==> src/rtl/system_irq_router_pkg.sv <==
// Purpose: Shared constants and types for the system interrupt router and core event control.
// Assumes: One clock domain; peripheral sources are synchronous single-bit levels.
// Notes:   Source-to-ID and ID-to-level defaults live here as constant tables.
`default_nettype none
package system_irq_router_pkg;
   // Sizes of the source, ID, level and general-purpose spaces.
   localparam int SRC_COUNT   = 42;
   localparam int ID_COUNT    = 29;
   localparam int GP_COUNT    = 9;
   localparam int LEVEL_COUNT = 16;
   localparam int GP_BASE     = 7;
   // Event level positions inside the sixteen-level vector.
   localparam int LVL_EMULATION = 0;
   localparam int LVL_RST     = 1;
   localparam int LVL_NMI     = 2;
   localparam int LVL_EXC     = 3;
   localparam int LVL_RSV     = 4;
   localparam int LVL_HWERR   = 5;
   localparam int LVL_CTMR    = 6;
   // Levels below this one cannot be masked.
   localparam int LVL_MASKABLE = 5;
   // Index of the generic DMA error source, first member of shared ID 1.
   localparam int SRC_DMA_ERR = 1;

   typedef logic [4:0] irq_id_t;    // Peripheral interrupt ID.
   typedef logic [3:0] gp_sel_t;    // Routed level, 0 means level 7, 8 means level 15.
   typedef logic [3:0] level_t;     // Core event level number.

   // Highest legal routing code, general-purpose level 15.
   localparam gp_sel_t GP_SEL_MAX = 4'h8;

   // Interrupt ID carried by each peripheral source, index is the source number.
   localparam irq_id_t SRC_ID [SRC_COUNT] = '{
      5'h00,                                     // PLL wakeup.
      5'h01, 5'h01, 5'h01, 5'h01, 5'h01,         // DMA error, memory DMA done and overflow.
      5'h02, 5'h02, 5'h02, 5'h02,                // CAN, MAC, serial port 0 and 1 errors.
      5'h02, 5'h02, 5'h02, 5'h02,                // Parallel port, SPI, UART0, UART1 errors.
      5'h03, 5'h04,                              // RTC, parallel port DMA.
      5'h05, 5'h06, 5'h07, 5'h08,                // Serial port DMA channels.
      5'h09, 5'h0A,                              // Two-wire interface, SPI DMA.
      5'h0B, 5'h0C, 5'h0D, 5'h0E,                // UART DMA channels.
      5'h0F, 5'h10,                              // CAN receive and transmit.
      5'h11, 5'h11, 5'h12, 5'h12,                // MAC DMA shared with port H A and B.
      5'h13, 5'h14, 5'h15, 5'h16,                // Timers 0 to 3.
      5'h17, 5'h18, 5'h19, 5'h1A,                // Timers 4 to 7.
      5'h1B, 5'h1C                               // Port F/G A, port G B.
   };

   // Routing applied after reset, index is the interrupt ID.
   localparam gp_sel_t DFLT_ROUTE [ID_COUNT] = '{
      4'h0, 4'h0, 4'h0,                          // IDs 0 to 2 on level 7.
      4'h1, 4'h1,                                // IDs 3 and 4 on level 8.
      4'h2, 4'h2, 4'h2, 4'h2,                    // IDs 5 to 8 on level 9.
      4'h3, 4'h3, 4'h3, 4'h3, 4'h3, 4'h3,        // IDs 9 to 14 on level 10.
      4'h4, 4'h4, 4'h4, 4'h4,                    // IDs 15 to 18 on level 11.
      4'h5, 4'h5, 4'h5, 4'h5, 4'h5,              // IDs 19 to 23 on level 12.
      4'h5, 4'h5, 4'h5, 4'h5, 4'h5               // IDs 24 to 28 on level 12.
   };
endpackage : system_irq_router_pkg
`default_nettype wire

==> src/rtl/core_event_if.sv <==
// Purpose: Carries the routed requests and fixed events into the core event control.
// Assumes: All signals belong to the single system clock.
// Notes:   The router side drives requests; the controller side returns its verdict.
`default_nettype none
interface core_event_if;
   import system_irq_router_pkg::*;
   logic [GP_COUNT-1:0]    gp_req;     // Routed general-purpose requests, level 7 in bit 0.
   logic [LVL_MASKABLE+1:0] fixed_ev;  // Fixed events at levels 0 to 6, bit 4 unused.
   logic [LEVEL_COUNT-1:0] mask;       // Enable per maskable level.
   logic [LEVEL_COUNT-1:0] pending;    // Enabled pending levels.
   logic                   valid;      // Some level pends.
   level_t                 top_level;  // Highest priority pending level.

   modport router (output gp_req, output fixed_ev, output mask,
                   input pending, input valid, input top_level);
   modport ctrl   (input gp_req, input fixed_ev, input mask,
                   output pending, output valid, output top_level);
endinterface : core_event_if
`default_nettype wire

==> src/rtl/core_event_ctrl.sv <==
// Purpose: Orders the sixteen core event levels and picks the highest pending one.
// Assumes: Inputs are synchronous levels; mask bits below level 5 are ignored.
// Notes:   One cycle from request to verdict; all outputs are registered.
`default_nettype none
module core_event_ctrl (
   input  wire logic  clk,
   input  wire logic  rst_b,
   core_event_if.ctrl ev
);
   import system_irq_router_pkg::*;

   logic [LEVEL_COUNT-1:0] pend_r;   // Registered pending levels.
   logic [LEVEL_COUNT-1:0] pend_nxt; // Next pending levels.
   level_t                 lvl_r;    // Registered winning level.
   level_t                 lvl_nxt;  // Next winning level.
   logic                   vld_r;    // Registered verdict valid.
   logic                   vld_nxt;  // Next verdict valid.

   // Build the level vector and search from the highest number down; the lowest pending number wins.
   always_comb begin
      pend_nxt = '0;
      pend_nxt[LVL_EMULATION] = ev.fixed_ev[LVL_EMULATION];
      pend_nxt[LVL_RST]   = ev.fixed_ev[LVL_RST];
      pend_nxt[LVL_NMI]   = ev.fixed_ev[LVL_NMI];
      pend_nxt[LVL_EXC]   = ev.fixed_ev[LVL_EXC];
      // Level 4 is reserved and never pends.
      pend_nxt[LVL_HWERR] = ev.fixed_ev[LVL_HWERR] & ev.mask[LVL_HWERR];
      pend_nxt[LVL_CTMR]  = ev.fixed_ev[LVL_CTMR] & ev.mask[LVL_CTMR];
      pend_nxt[LEVEL_COUNT-1:GP_BASE] = ev.gp_req & ev.mask[LEVEL_COUNT-1:GP_BASE];
      lvl_nxt = '0;
      vld_nxt = |pend_nxt;
      // Walking downward lets the numerically lowest level overwrite the rest.
      for (int i = LEVEL_COUNT - 1; i >= 0; i--) begin
         if (pend_nxt[i]) begin
            lvl_nxt = level_t'(i);
         end
      end
   end

   // Register the verdict.
   always_ff @(posedge clk or negedge rst_b) begin
      if (!rst_b) begin
         pend_r <= '0;
         lvl_r  <= '0;
         vld_r  <= 1'b0;
      end else begin
         pend_r <= pend_nxt;
         lvl_r  <= lvl_nxt;
         vld_r  <= vld_nxt;
      end
   end

   assign ev.pending   = pend_r;
   assign ev.valid     = vld_r;
   assign ev.top_level = lvl_r;
endmodule : core_event_ctrl
`default_nettype wire

==> src/rtl/system_irq_router.sv <==
// Purpose: Groups peripheral interrupts into IDs and routes each ID to one level.
// Assumes: Sources and routing writes are synchronous to clk.
// Notes:   Routing is written through a plain write port; reads return the stored code.
// Behaviour
// Sixteen levels ordered emulation first, general last.
// Each source reaches exactly one general level.
// Default routing after reset; writes change it.
// IDs 0 and 1 default to level 7.
// ID 2 ORs all peripheral errors, level 7.
// IDs 3 and 4 default to level 8.
// IDs 5 to 8 default to level 9.
// IDs 9 to 14 default to level 10.
// IDs 15 to 18 default to level 11.
// Timer IDs 19 to 26 default to level 12.
// IDs 27 and 28 default to level 12.
// Lower level number means higher priority.
// Software keeps levels 14 and 15 for itself.
// Shared ID requests are the OR of sources.
// A level asserts while any routed ID is active.
`default_nettype none
module system_irq_router (
   input  wire logic                                        clk,
   input  wire logic                                        rst_b,
   input  wire logic [system_irq_router_pkg::SRC_COUNT-1:0] periph_src,
   input  wire logic                                        emulation_event,
   input  wire logic                                        reset_event,
   input  wire logic                                        nmi_event,
   input  wire logic                                        exception_event,
   input  wire logic                                        hardware_error_event,
   input  wire logic                                        core_timer_event,
   input  wire logic [15:0]                                 level_mask,
   input  wire logic                                        route_wr,
   input  wire system_irq_router_pkg::irq_id_t              route_wr_id,
   input  wire system_irq_router_pkg::gp_sel_t              route_wr_level,
   input  wire system_irq_router_pkg::irq_id_t              route_rd_id,
   output logic [3:0]                                       route_rd_level,
   output logic [system_irq_router_pkg::GP_COUNT-1:0]       gp_level,
   output logic [15:0]                                      event_pending,
   output logic                                             event_valid,
   output logic [3:0]                                       event_level
);
   import system_irq_router_pkg::*;

   // The tables and port widths must agree with the level space.
   // More than 32 IDs would also outgrow the five-bit ID ports.
   if (GP_BASE + GP_COUNT != LEVEL_COUNT || ID_COUNT > 32) begin : g_size_check
      $error("Router sizes do not match the level space.");
   end

   // Routing codes run from 0 for level 7 up to 8 for level 15.
   gp_sel_t             route_r   [ID_COUNT]; // Routing code per ID.
   gp_sel_t             route_nxt [ID_COUNT]; // Next routing codes.
   logic [ID_COUNT-1:0] id_req_r;             // Registered per-ID requests.
   logic [ID_COUNT-1:0] id_req_nxt;           // Next per-ID requests.
   logic [GP_COUNT-1:0] gp_r;                 // Registered level requests.
   logic [GP_COUNT-1:0] gp_nxt;               // Next level requests.
   gp_sel_t             rd_r;                 // Registered read-back code.
   gp_sel_t             rd_nxt;               // Next read-back code.
   logic                wr_ok;                // Write hits a real ID with a legal code.

   core_event_if ev ();

   // Latency, in edges after a source rises: the ID request registers on the
   // first, the level request on the second and the core verdict on the third.
   // Every stage is a register, so no pin reaches an output through logic
   // alone; three cycles of delay are cheap next to a handler's entry time.

   // Nothing here keeps software off levels 14 and 15; leaving them free for
   // software-raised handlers is the driver's job, so the logic stays simple.
   // A write naming an ID past 28 or a code above 8 is dropped whole, so a
   // bad write can never leave an ID pointing at no level at all.
   assign wr_ok = route_wr && (route_wr_id < irq_id_t'(ID_COUNT))
                  && (route_wr_level <= GP_SEL_MAX);

   // Gather sources into IDs, apply writes and fan IDs onto levels.
   always_comb begin
      // An ID is requested while any of its sources is high.
      id_req_nxt = '0;
      for (int s = 0; s < SRC_COUNT; s++) begin
         id_req_nxt[SRC_ID[s]] = id_req_nxt[SRC_ID[s]] | periph_src[s];
      end
      // The table holds its codes unless a legal write lands this cycle.
      route_nxt = route_r;
      if (wr_ok) begin
         // Only the addressed ID changes; its neighbours keep their codes.
         route_nxt[route_wr_id] = route_wr_level;
      end
      // Levels start clear and each requested ID sets the one it points at.
      gp_nxt = '0;
      for (int i = 0; i < ID_COUNT; i++) begin
         // Each ID holds one code, so it lands on exactly one level.
         if (id_req_r[i]) begin
            gp_nxt[route_r[i]] = 1'b1;
         end
      end
      // An ID past the table reads back as code 0 rather than as stale data.
      rd_nxt = (route_rd_id < irq_id_t'(ID_COUNT)) ? route_r[route_rd_id] : '0;
   end

   // Register the routing table and the request pipeline.
   always_ff @(posedge clk or negedge rst_b) begin
      if (!rst_b) begin
         // Reset brings back the default routing, not an all-zero table.
         route_r  <= DFLT_ROUTE;
         id_req_r <= '0;
         gp_r     <= '0;
         rd_r     <= '0;
      end else begin
         // Each stage moves one step per edge.
         route_r  <= route_nxt;
         id_req_r <= id_req_nxt;
         gp_r     <= gp_nxt;
         rd_r     <= rd_nxt;
      end
   end

   // Feed the core event control; level 4 input stays low as it is reserved.
   assign ev.gp_req   = gp_r;
   assign ev.fixed_ev = {core_timer_event, hardware_error_event, 1'b0, exception_event,
                         nmi_event, reset_event, emulation_event};
   assign ev.mask     = level_mask;

   // The core control orders the sixteen levels and reports the winner.
   core_event_ctrl core_event_ctrl_i (
      .clk   (clk),
      .rst_b (rst_b),
      .ev    (ev.ctrl)
   );

   // Outputs come straight from registers here and in the core control.
   assign gp_level       = gp_r;
   assign route_rd_level = rd_r;
   assign event_pending  = ev.pending;
   assign event_valid    = ev.valid;
   assign event_level    = ev.top_level;

   // Helper for the default checks: marks IDs that software has rewritten
   // since reset, so a legal write does not trip the default assertions.
   logic [ID_COUNT-1:0] written_r;   // IDs rewritten since reset.
   logic [ID_COUNT-1:0] written_nxt; // Next rewritten marks.

   // A refused write leaves the marks alone, as it leaves the table alone.
   always_comb begin
      written_nxt = written_r;
      if (wr_ok) begin
         // Only a write that was taken can move an ID off its default.
         written_nxt[route_wr_id] = 1'b1;
      end
   end

   // Register the marks; reset clears them together with the table.
   always_ff @(posedge clk or negedge rst_b) begin
      if (!rst_b) begin
         written_r <= '0;
      end else begin
         written_r <= written_nxt;
      end
   end

   // Per ID: an active ID drives its level, and its code moves only on a write.
   for (genvar g = 0; g < ID_COUNT; g++) begin : g_route_chk

   end
endmodule : system_irq_router
`default_nettype wire

==> config.mk <==
export PLATFORM = sky130hd
export DESIGN_NAME = system_irq_router
export DESIGN_NICKNAME = d
export VERILOG_FILES = /design/src/rtl/system_irq_router_pkg.sv /design/src/rtl/core_event_if.sv /design/src/rtl/core_event_ctrl.sv /design/src/rtl/system_irq_router.sv
export SDC_FILE = /design/constraint.sdc
export NUM_CORES = 1
export LEC_CHECK = 0
export BUFFER_PORTS_ARGS = -buffer_cell sky130_fd_sc_hd__buf_2
export CORE_UTILIZATION = 55
export CTS_BUF_LIST = sky130_fd_sc_hd__clkbuf_4
export DETAILED_ROUTE_END_ITERATION = 6
export GPL_ROUTABILITY_DRIVEN = 0
export PLACE_DENSITY = 0.75
export SKIP_CTS_REPAIR_TIMING = 1
export SLEW_MARGIN = 0
export SYNTH_ARGS = -nofsm -noshare
export SYNTH_HDL_FRONTEND = slang
export SYNTH_SLANG_ARGS = --single-unit
==> constraint.sdc <==
create_clock -name clk -period 6.2 [get_ports clk]
set_clock_uncertainty 0.2 [all_clocks]
set_input_delay 0.31 -clock clk [delete_from_list [all_inputs] [get_ports clk]]
set_output_delay 0.31 -clock clk [all_outputs]
set_load 0.005 [all_outputs]
### After elaboration in Yosys (flattened, before gate mapping)

Cells that the tools add are included.

* output and inout bits: 34
* bits of input ports: 81
* bits in registers: 178

* bitwise operators: 46
* $lt $le $gt $ge: 64
* muxes and demuxes: 109
* reductions and logical operators: 33

Operators by type and width (number)
* $mux 9: 29
* $or 9x9->9: 28
* $lt 4x5->1 const B: 29
* $bwmux 116: 1
* $demux 1 s4: 29
* $ge 4x1->1 const B: 29
* $mux 4: 19
* $logic_and 1x1->1: 32
* $mux 1: 29
* $bmux 4 s5: 1
* $demux 4 s5: 1
* $reduce_or 15->1: 1
* $or 1x1->1: 13
* $ge 6x6->1 const B: 2
* $not 5->6: 2
* $lt 5x5->1 const B: 2
* $and 9x9->9: 1
* $lt 6x1->1 const B: 1
* $le 4x4->1 const B: 1
* $and 1x1->1: 2

### Depth between registers and ports, before layout

Gate-level depths: netlist of the first run.

* depth in word-level cells: 61
* gate-level depth with buffers: 8
* mapped depth without buffers: 5

### Hierarchy

Synthesis of the first run repeated with hierarchy kept, for this count alone.

* cells, all modules: 954
* area, all modules: 10226.1 um^2

By module, submodules not included
* system_irq_router: sequential area each 4006.3 um^2, area each 9445.3 um^2, cells an instance 891, instances 1
* core_event_ctrl: sequential area each 500.5 um^2, area each 780.7 um^2, cells an instance 63, instances 1

### Worst setup path after synthesis of the first run

No wires, ideal clock.

* path type: input port to flip-flop
* from: input port route_wr_level[0]
* to: register route_r[37] (netlist name)
* library setup time: 0.125 ns
* setup slack: 4.224 ns
* cell stages on the path: 6
* data arrival time: 1.651 ns
* cells stage by stage: o31ai_1 -> and3_1 -> buf_2 -> nand3_1 -> nor2_1 -> mux2_2

* cells in the longest elaborated chain, start to end: 2

RTL lines
* from (decl): RTL line system_irq_router.sv:34 `input wire system_irq_router_pkg::gp_sel_t route_wr_level,`
* $le 4x4->1: RTL line system_irq_router.sv:73 `&& (route_wr_level <= GP_SEL_MAX);`
* $logic_and 1x1->1: RTL line system_irq_router.sv:73
* to (signal assigned): RTL line system_irq_router.sv:110 `route_r <= route_nxt;`
* to (decl): RTL line system_irq_router.sv:51 `gp_sel_t route_r [ID_COUNT];`

Every way passes these cells.
A chain may end at the register's enable or synchronous reset.

### Worst setup path after layout of the first run

* from: register route_r[36] (netlist name)
* to: register gp_r[8] (netlist: gp_level[8])

* cells in the longest elaborated chain, start to end: 24
* elaborated cells on any way between the ends: 25

RTL lines
* $lt 4x5->1 (implied by the code) or $ge 4x1->1 (tied branches): RTL line system_irq_router.sv:93 `gp_nxt[route_r[i]] = 1'b1;`
* $logic_and 1x1->1 (implied by the code): RTL line system_irq_router.sv:93
* $mux 1 (implied by the code): RTL line system_irq_router.sv:93
* $demux 1 s4 *: RTL line system_irq_router.sv:93
* $or 9x9->9 (no line) *
* $mux 9 *: RTL line system_irq_router.sv:92 `if (id_req_r[i]) begin`
* $or 9x9->9 (no line)
* $mux 9 *: RTL line system_irq_router.sv:92
* [9 not listed]
* $mux 9 *: RTL line system_irq_router.sv:92
* $or 9x9->9 (no line)
* $mux 9 *: RTL line system_irq_router.sv:92
* $or 9x9->9 (no line)
* $mux 9 *: RTL line system_irq_router.sv:92
* $or 9x9->9 (no line)
* $mux 9 *: RTL line system_irq_router.sv:92
* via gp_nxt[8]: RTL line system_irq_router.sv:56 `logic [GP_COUNT-1:0] gp_nxt;`
* to (signal assigned): RTL line system_irq_router.sv:112 `gp_r <= gp_nxt;`
* to (decl): RTL line system_irq_router.sv:55 `logic [GP_COUNT-1:0] gp_r;`

Mark *: on every way through the listed nets, which the timed path passes. The rest lies on a longest branch.

==> flow_summary.rst, run 1 <==
.. list-table::
   :header-rows: 1

   * - Metric
     - Value
   * - Number of enable flip-flop cells after synthesis
     - 0
   * - Final WL
     - 36800 um
   * - Average routed wire per standard cell
     - 27.0 um
   * - Clk Latency, worst-skew pair
     - between 0.6 and 0.7 ns
   * - Per-instance average area after synthesis
     - 10.3 um^2
   * - Maximum achievable frequency
     - between 300 and 400 MHz
   * - Synthesis-to-layout area growth
     - 13.2%
   * - Chip Width
     - about 140 um
   * - Clk slew on worst S/H paths
     - approximately 0.16 ns
   * - Total of max-cap violations
     - 0
   * - Wire length of the first global-routing pass
     - 53400 um
   * - Post-synthesis sequential area ratio
     - approximately 43%
   * - Element type at the critical path start
     - flop
   * - Sum of net half-perimeters after detailed placement
     - about 26000 um
   * - Type of destination of the critical path
     - flop
   * - Net Count, Synth
     - 1091
   * - Worst slew margin relative to its limit
     - 22.2%
   * - Result of the run
     - finished with violations
   * - Fin util
     - 63.4%
   * - Longest individual stage delay on the worst path
     - 0.93 ns
   * - Buffer levels on the longest clock path
     - 2
   * - Master of the slowest instance on the critical path
     - sky130_fd_sc_hd__nor4_1
   * - Synthesized instance count
     - a little over 1k
   * - Critical-path cell list
     - nor2_1, and4b_1, nor4_1, nand4_1
   * - Number of nets at the end of the flow
     - 1195
   * - Setup repair after global routing missed its margin
     - false
   * - Critical Path RT
     - 6.40 ns
   * - Busiest grt layer
     - met2
   * - Via count of the first global-routing pass
     - 8685
   * - Via count
     - 9574
   * - Maximum number of pins on one net before global-route repair
     - 101
   * - Io pins
     - 115
   * - GR Overflow Total
     - 0
   * - Signal arrival time at the worst endpoint
     - 2.85 ns
   * - Count of state elements after synthesis
     - approximately 180
   * - Detailed-router iteration count before antenna repair
     - 7
   * - Warnings from Yosys
     - 0
   * - Fraction of final layout cells with drive strength greater than 1
     - 29.4%
   * - Row Count
     - 50
   * - Met2 demand-to-capacity share in global routing
     - a little under three fifths
   * - Effective utilization at floorplan
     - 56.0%
   * - CP max FO
     - 9
   * - Worst min-delay path category
     - in2reg
   * - TritonCTS clock tree
     - built
   * - Overall routing resource usage
     - 37.7%
   * - Total clock buffers created by CTS
     - 17
   * - Post-route fraction of the period consumed by the critical path
     - 42.8%
   * - Final-report hold violation count
     - 0
   * - Shortest clock period the worst path allows after layout
     - between 2 and 3 ns
   * - Per-cell via count in the routed design
     - 7.02
   * - Cell area after synthesis
     - 10400 um^2
   * - Power density relative to cell area
     - 265 nW/um^2
   * - Depth of the CTS H-tree
     - 4
   * - Antenna-violating nets left
     - 0
   * - Max-slew violation count
     - 0
   * - Maximum ir drop on the vdd rail
     - ~0.13 mV
   * - Dominant register cell in the synthesized netlist
     - sky130_fd_sc_hd__dfrtp_1
   * - Final TNS setup
     - 0 ns
   * - Number of antenna violations at the first check in global routing
     - 1
   * - Sink Count
     - 178
   * - Worst slew pin tran
     - 1.16 ns
   * - Initial drt markers
     - 1702
   * - Asr flop ratio synth
     - between 90% and 100%
   * - Violations in the final reports
     - DRC
   * - Die outline height
     - 140 um
   * - Floorplan Core Area
     - between 15000 and 20000 um^2
   * - Standby leakage power
     - 4.88 nW
   * - Number of port buffers
     - 108
   * - Met1 track utilization from global routing
     - 49.0%
   * - Hold slack final
     - 0.0974 ns
   * - Full die area
     - 19500 um^2
   * - Type of the setup path with the least slack
     - reg2reg
   * - Post-detailed-route DRC marker count
     - 10
   * - Distinct cell type count of the synthesized netlist
     - 60
   * - Root cell of the clock tree
     - sky130_fd_sc_hd__clkbuf_4
   * - Setup Viol. Count Final
     - 0
   * - M3 GR Usage
     - 13.0%
## per-layer routing
| layer | share of wire [%] | wire length (um) |
|---|---|---|
| met5 | 0 | 0 |
| met4 | 6.3 | 2300 |
| met3 | 14 | 5010 |
| met2 | 43 | 15700 |
| met1 | 37 | 13800 |
## per-stage QoR
| stage | cell area, um^2 | worst slack [ns] | cells | power [W] |
|---|---|---|---|---|
| global placement | 10900 | 3.34 | 1271 | 0.00237 |
| detailed placement | 10900 | 3.27 | 1271 | 0.00238 |
| floorplan | 10400 | 4.22 | 1010 | 0.00204 |
| global route | 11800 | 3.67 | 1363 | 0.00324 |
| finish | 11800 | 3.54 | 1363 | 0.00313 |
| CTS | 11200 | 3.55 | 1303 | 0.00304 |
## worst paths after layout
kind / from / cells past startpoint / slack, ns / to
max reg2reg: route_r[36]$_DFFE_PN1P_ / 4 / 3.54 / gp_level[8]$_DFF_PN0_
max: route_r[36]$_DFFE_PN1P_ / 4 / 3.54 / gp_level[8]$_DFF_PN0_
min in group asynchronous: rst_b / 2 / 0.15 / core_event_ctrl_i.ev.pending[10]$_DFF_PN0_
min reg2reg: gp_level[8]$_DFF_PN0_ / 2 / 0.35 / core_event_ctrl_i.ev.pending[15]$_DFF_PN0_
min: route_wr_id[1] / 3 / 0.1 / route_r[52]$_DFFE_PN0P_
max in group asynchronous: rst_b / 3 / 4.17 / route_r[41]$_DFFE_PN0P_
## worst max-delay path, delay by kind of cell, from the launching register on
kind	cells	cell delay [ns]
DFF	1	0.65
and+or+nand+nor	4	1.60
## area by class of cell
type	instances	area (um^2)
inverters	20	75.1
multi-input cells	729	5510
flip-flops and latches	178	4510
clock buffers	17	128
well taps	234	293
clock inverters	15	163
repair buffers	168	1140
fillers	1536	6830
diodes	2	5.00
## layout by cell type (no fill, tap or decap), types with 17 or more instances in the layout
cell,instances
sky130_fd_sc_hd__buf_2,108
sky130_fd_sc_hd__nand3b_1,75
sky130_fd_sc_hd__nor4_1,28
sky130_fd_sc_hd__dfrtp_1,136
sky130_fd_sc_hd__nor2_1,56
sky130_fd_sc_hd__nor3b_1,71
sky130_fd_sc_hd__nand2_1,64
sky130_fd_sc_hd__nand3_1,39
sky130_fd_sc_hd__nor3_1,44
sky130_fd_sc_hd__o22ai_1,19
sky130_fd_sc_hd__clkbuf_4,17
sky130_fd_sc_hd__nand4_1,28
sky130_fd_sc_hd__dlygate4sd3_1,57
sky130_fd_sc_hd__dfstp_2,42
sky130_fd_sc_hd__mux2_2,114
sky130_fd_sc_hd__inv_1,20
sky130_fd_sc_hd__nand4b_1,18
sky130_fd_sc_hd__mux2i_1,24
## power breakdown
part | internal, W | switching (W)
Combinational | 0.000377 | 0.000462
Sequential | 0.00135 | 0.000287
Clock | 0.000188 | 0.000465
## kinds of logic after synthesis
kind of cell	Yosys count	share of synthesized area, %
buf+inv	103	4.05
compound gates	91	6.27
simple gates	481	28.2
mux	156	18.3
flops	178	43.2
other cells	1	0.0359
## registers in the layout (all words and copies together), names as in the netlist
| register | cells |
|---|---|
| gp_level | 9 |
| route_rd_level | 4 |
| core_event_ctrl_i.ev.valid | 1 |
| core_event_ctrl_i.ev.top_level | 4 |
| core_event_ctrl_i.ev.pending | 15 |
| route_r | 116 |
| id_req_r | 29 |
## synthesized netlist by cell type, types with 4 or more instances
library cell                instances  share of area (%)
sky130_fd_sc_hd__a211oi_1           5               0.36
sky130_fd_sc_hd__a21oi_1           12               0.58
sky130_fd_sc_hd__a22oi_1            8               0.58
sky130_fd_sc_hd__and2_1             6               0.36
sky130_fd_sc_hd__and4b_1            9               0.86
sky130_fd_sc_hd__buf_2              5               0.24
sky130_fd_sc_hd__buf_4              6               0.43
sky130_fd_sc_hd__clkbuf_1          69                2.5
sky130_fd_sc_hd__dfrtp_1          136                 33
sky130_fd_sc_hd__dfstp_2           42                 11
sky130_fd_sc_hd__inv_1             20               0.72
sky130_fd_sc_hd__mux2_2           114                 12
sky130_fd_sc_hd__mux2i_1           24                2.3
sky130_fd_sc_hd__mux4_2            16                3.5
sky130_fd_sc_hd__nand2_1           64                2.3
sky130_fd_sc_hd__nand2b_1          11               0.66
sky130_fd_sc_hd__nand3_1           39                1.9
sky130_fd_sc_hd__nand3b_1          75                5.4
sky130_fd_sc_hd__nand4_1           28                1.7
sky130_fd_sc_hd__nand4b_1          18                1.5
sky130_fd_sc_hd__nor2_1            56                2.0
sky130_fd_sc_hd__nor3_1            44                2.1
sky130_fd_sc_hd__nor3b_1           71                5.1
sky130_fd_sc_hd__nor4_1            28                1.7
sky130_fd_sc_hd__o2111ai_1          4               0.34
sky130_fd_sc_hd__o21ai_0            7               0.34
sky130_fd_sc_hd__o221ai_1           7               0.59
sky130_fd_sc_hd__o22ai_1           19                1.1
sky130_fd_sc_hd__o32ai_1            7               0.59
sky130_fd_sc_hd__or2_2              5               0.30
sky130_fd_sc_hd__or3b_2             5               0.42
No activity file was read; power rests on OpenSTA's default activity.
==> run 2: changes to the inputs <==
Clock period 6.2 ns to 2.6 ns, I/O delays scaled along.
==> run 2 against run 1 <==
Effect of this change: the flow finishes with violations (DRC, hold timing, setup timing); critical path depth is 3 higher; routed wire length is 3.3% higher; non-clock buffer count is 70 higher; sequential share of layout area is 2.1 points lower; maximum frequency is 1.9% higher; die area stayed put; first-iteration DRC count is 1.9% higher; clock power grew to 2.5 times the previous value; cell area is 5.9% higher; final cell count is 5.1% higher; clock-buffer cell count stayed put; highest routed layer unchanged.
==> flow_summary.rst, run 2 (synthesized netlist as in run 1, its figures left out) <==
.. list-table::
   :header-rows: 1

   * - Metric
     - Value
   * - Result of the run
     - finished with violations
   * - Violations in the final reports
     - DRC, hold timing, setup timing
   * - Post-detailed-route DRC marker count
     - 84 (+74)
   * - Antenna-violating nets left
     - 0 (unchanged)
   * - Number of nets at the end of the flow
     - 1265 (+5.9%)
   * - Fraction of final layout cells with drive strength greater than 1
     - 30.0% (+0.62 points)
   * - Maximum achievable frequency
     - 384 MHz (+1.9%)
   * - Maximum ir drop on the vdd rail
     - 0.373 mV (+190%)
   * - Post-route fraction of the period consumed by the critical path
     - 100% (+57 points)
   * - Max-slew violation count
     - 0 (unchanged)
   * - Overall routing resource usage
     - 37.6% (-0.049 points)
   * - Commonest non-fill, non-tap cell in the layout
     - sky130_fd_sc_hd__dfrtp_1
   * - Maximum number of pins on one net before global-route repair
     - 61 (-40%)
   * - Shortest clock period the worst path allows after layout
     - 2.60 ns (-0.0502 ns)
   * - Biggest register
     - route_r
   * - Worst min-delay path category
     - in2reg
   * - Final-report hold violation count
     - 4 (+4)
   * - Wire length of the first global-routing pass
     - 53400 um (about the same)
   * - Row Count
     - 50 (unchanged)
   * - Via count of the first global-routing pass
     - 8797 (+1.3%)
   * - Average routed wire per standard cell
     - 26.6 um (-1.6%)
   * - Clk slew on worst S/H paths
     - 0.16 ns (about the same)
   * - Synthesis-to-layout area growth
     - 19.9%
   * - Element type at the critical path start
     - flop
   * - Io pins
     - 115 (unchanged)
   * - TritonCTS clock tree
     - built
   * - Critical-path cell list
     - nand2_1, inv_1, a21oi_1, dlygate4sd3_1, o41ai_1, a221oi_1, dlygate4sd3_1
   * - Standby leakage power
     - 5.21 nW (+6.9%)
   * - Final WL
     - 38100 um (+3.3%)
   * - Worst slew pin tran
     - 0.815 ns (-0.349 ns)
   * - Number of placed instances, taps included
     - 1299 (+2.2%)
   * - Non-filler instance count after layout
     - 1432 (+5.1%)
   * - Sink Count
     - 178 (unchanged)
   * - Effective utilization at floorplan
     - 56.0% (unchanged)
   * - Max FFs per register
     - 116 (unchanged)
   * - First element of the critical path
     - gp_level[1]$_DFF_PN0_
   * - Per-cell via count in the routed design
     - 6.92 (-1.4%)
   * - Clk Latency, worst-skew pair
     - 0.61 ns (about the same)
   * - GR Overflow Total
     - 0 (unchanged)
   * - Die outline height
     - 140 um (unchanged)
   * - Min-delay src
     - periph_src[15]
   * - Setup Viol. Count Final
     - 1 (+1)
   * - Worst slew margin relative to its limit
     - 45.6% (+23 points)
   * - Depth of the CTS H-tree
     - 4 (unchanged)
   * - Via count
     - 9915 (+3.6%)
   * - Longest individual stage delay on the worst path
     - 0.62 ns (-0.31 ns)
   * - Filler Cells Inserted
     - 1447 (-5.8%)
   * - Total of max-cap violations
     - 0 (unchanged)
   * - Buffer levels on the longest clock path
     - 2 (unchanged)
   * - Top library cells by usage in the layout, fill and taps aside
     - 136 x sky130_fd_sc_hd__dfrtp_1, 114 x sky130_fd_sc_hd__mux2_2, 107 x sky130_fd_sc_hd__buf_2
   * - Number of antenna violations at the first check in global routing
     - 1 (unchanged)
   * - Sum of net half-perimeters after detailed placement
     - 26400 um (+3.4%)
   * - Full die area
     - 19500 um^2 (unchanged)
   * - Number of port buffers
     - 108 (unchanged)
   * - Initial drt markers
     - 1735 (+1.9%)
   * - Hold slack final
     - -0.0210 ns (-0.118 ns)
   * - Signal arrival time at the worst endpoint
     - 2.97 ns (+0.12 ns)
   * - Total clock buffers created by CTS
     - 17 (unchanged)
   * - Power density relative to cell area
     - 616 nW/um^2 (+130%)
   * - Root cell of the clock tree
     - sky130_fd_sc_hd__clkbuf_4
   * - Floorplan Core Area
     - 18600 um^2 (unchanged)
   * - Top cell by count, worst path
     - sky130_fd_sc_hd__dlygate4sd3_1
   * - Post-place setup slack
     - 0.299 ns (-2.97 ns)
   * - Chip Width
     - 140 um (unchanged)
   * - Detailed-router iteration count before antenna repair
     - 7 (unchanged)
   * - Critical Path RT
     - 2.97 ns (-3.43 ns)
   * - Type of the setup path with the least slack
     - reg2reg
   * - Start of the worst register-to-register path
     - gp_level[1]$_DFF_PN0_
   * - Worst-case setup margin in the final layout
     - -0.00487 ns (-3.55 ns)
   * - Type of destination of the critical path
     - flop
   * - CP max FO
     - 2 (-7)
   * - Master of the slowest instance on the critical path
     - sky130_fd_sc_hd__dlygate4sd3_1
-- run 2: cell types whose count changed in the layout (fill, tap and decap cells not counted), sizes merged --
cell,before,now
buf,111,139
bufinv,0,2
clkinv,5,7
clkinvlp,1,2
diode,2,1
dlygate4sd3,57,99
inv,29,24
-- run 2: metrics by stage --
stage / util, % / area (um^2) / setup TNS (ns) / total power (W)
2_1_floorplan: - / 10400 / 0 / 0.00487
3_3_place_gp: 60.0 / 11200 / 0 / 0.00571
3_5_place_dp: 60.0 / 11200 / 0 / 0.00576
4_1_cts: 61.6 / 11500 / 0 / 0.00740
5_1_grt: 67.1 / 12500 / -0.0916 / 0.00795
6_report: 67.1 / 12500 / -0.00487 / 0.00771
-- run 2: final cells by class --
type	count	area [um^2]	area share (%)
multi-input cells	729	5510	44.1
flip-flops and latches	178	4510	36.0
repair buffers	238	1820	14.5
well taps	234	293	2.34
clock inverters	15	179	1.43
clock buffers	17	128	1.02
inverters	20	75.1	0.600
diodes	1	2.50	0.0200
-- run 2: power by group --
group          leakage, nW  internal, W  switching [W]
logic                 2.91      0.00101        0.00119
clock network        0.157     0.000600        0.00106
registers             2.15      0.00322       0.000636
-- run 2: per-layer routing --
metal | part of all wire [%] | vias to the layer above | GRT usage [%] | wire, um
met2 | 43 | 844 | 55.5 | 16500
met4 | 7.0 | 0 | 21.7 | 2660
met5 | 0 | - | 0 | 0
met1 | 37 | 4730 | 47.8 | 13900
li1 | - | 4126 | - | -
met3 | 13 | 215 | 13.4 | 5030
-- run 2: worst paths after layout --
check,endpoint,slack [ns],depth (start not counted)
max in group asynchronous,route_r[100]$_DFFE_PN1P_,1.39,4
setup / recovery,core_event_ctrl_i.ev.top_level[0]$_DFF_PN0_,-0.005,7
hold reg to reg,core_event_ctrl_i.ev.pending[13]$_DFF_PN0_,0.35,2
min in group asynchronous,route_r[2]$_DFFE_PN1P_,0.46,3
hold / removal,id_req_r[4]$_DFF_PN0_,-0.02,2
setup reg to reg,core_event_ctrl_i.ev.top_level[0]$_DFF_PN0_,-0.005,7
-- run 2: worst max-delay path: cells and delay by family, from the launching register on --
kind	cells	cell delay (ns)
AO/OA/AOI/OAI	3	0.57
buffers and inverters	3	1.26
flip-flops	1	0.43
AND/OR/NAND/NOR	1	0.10
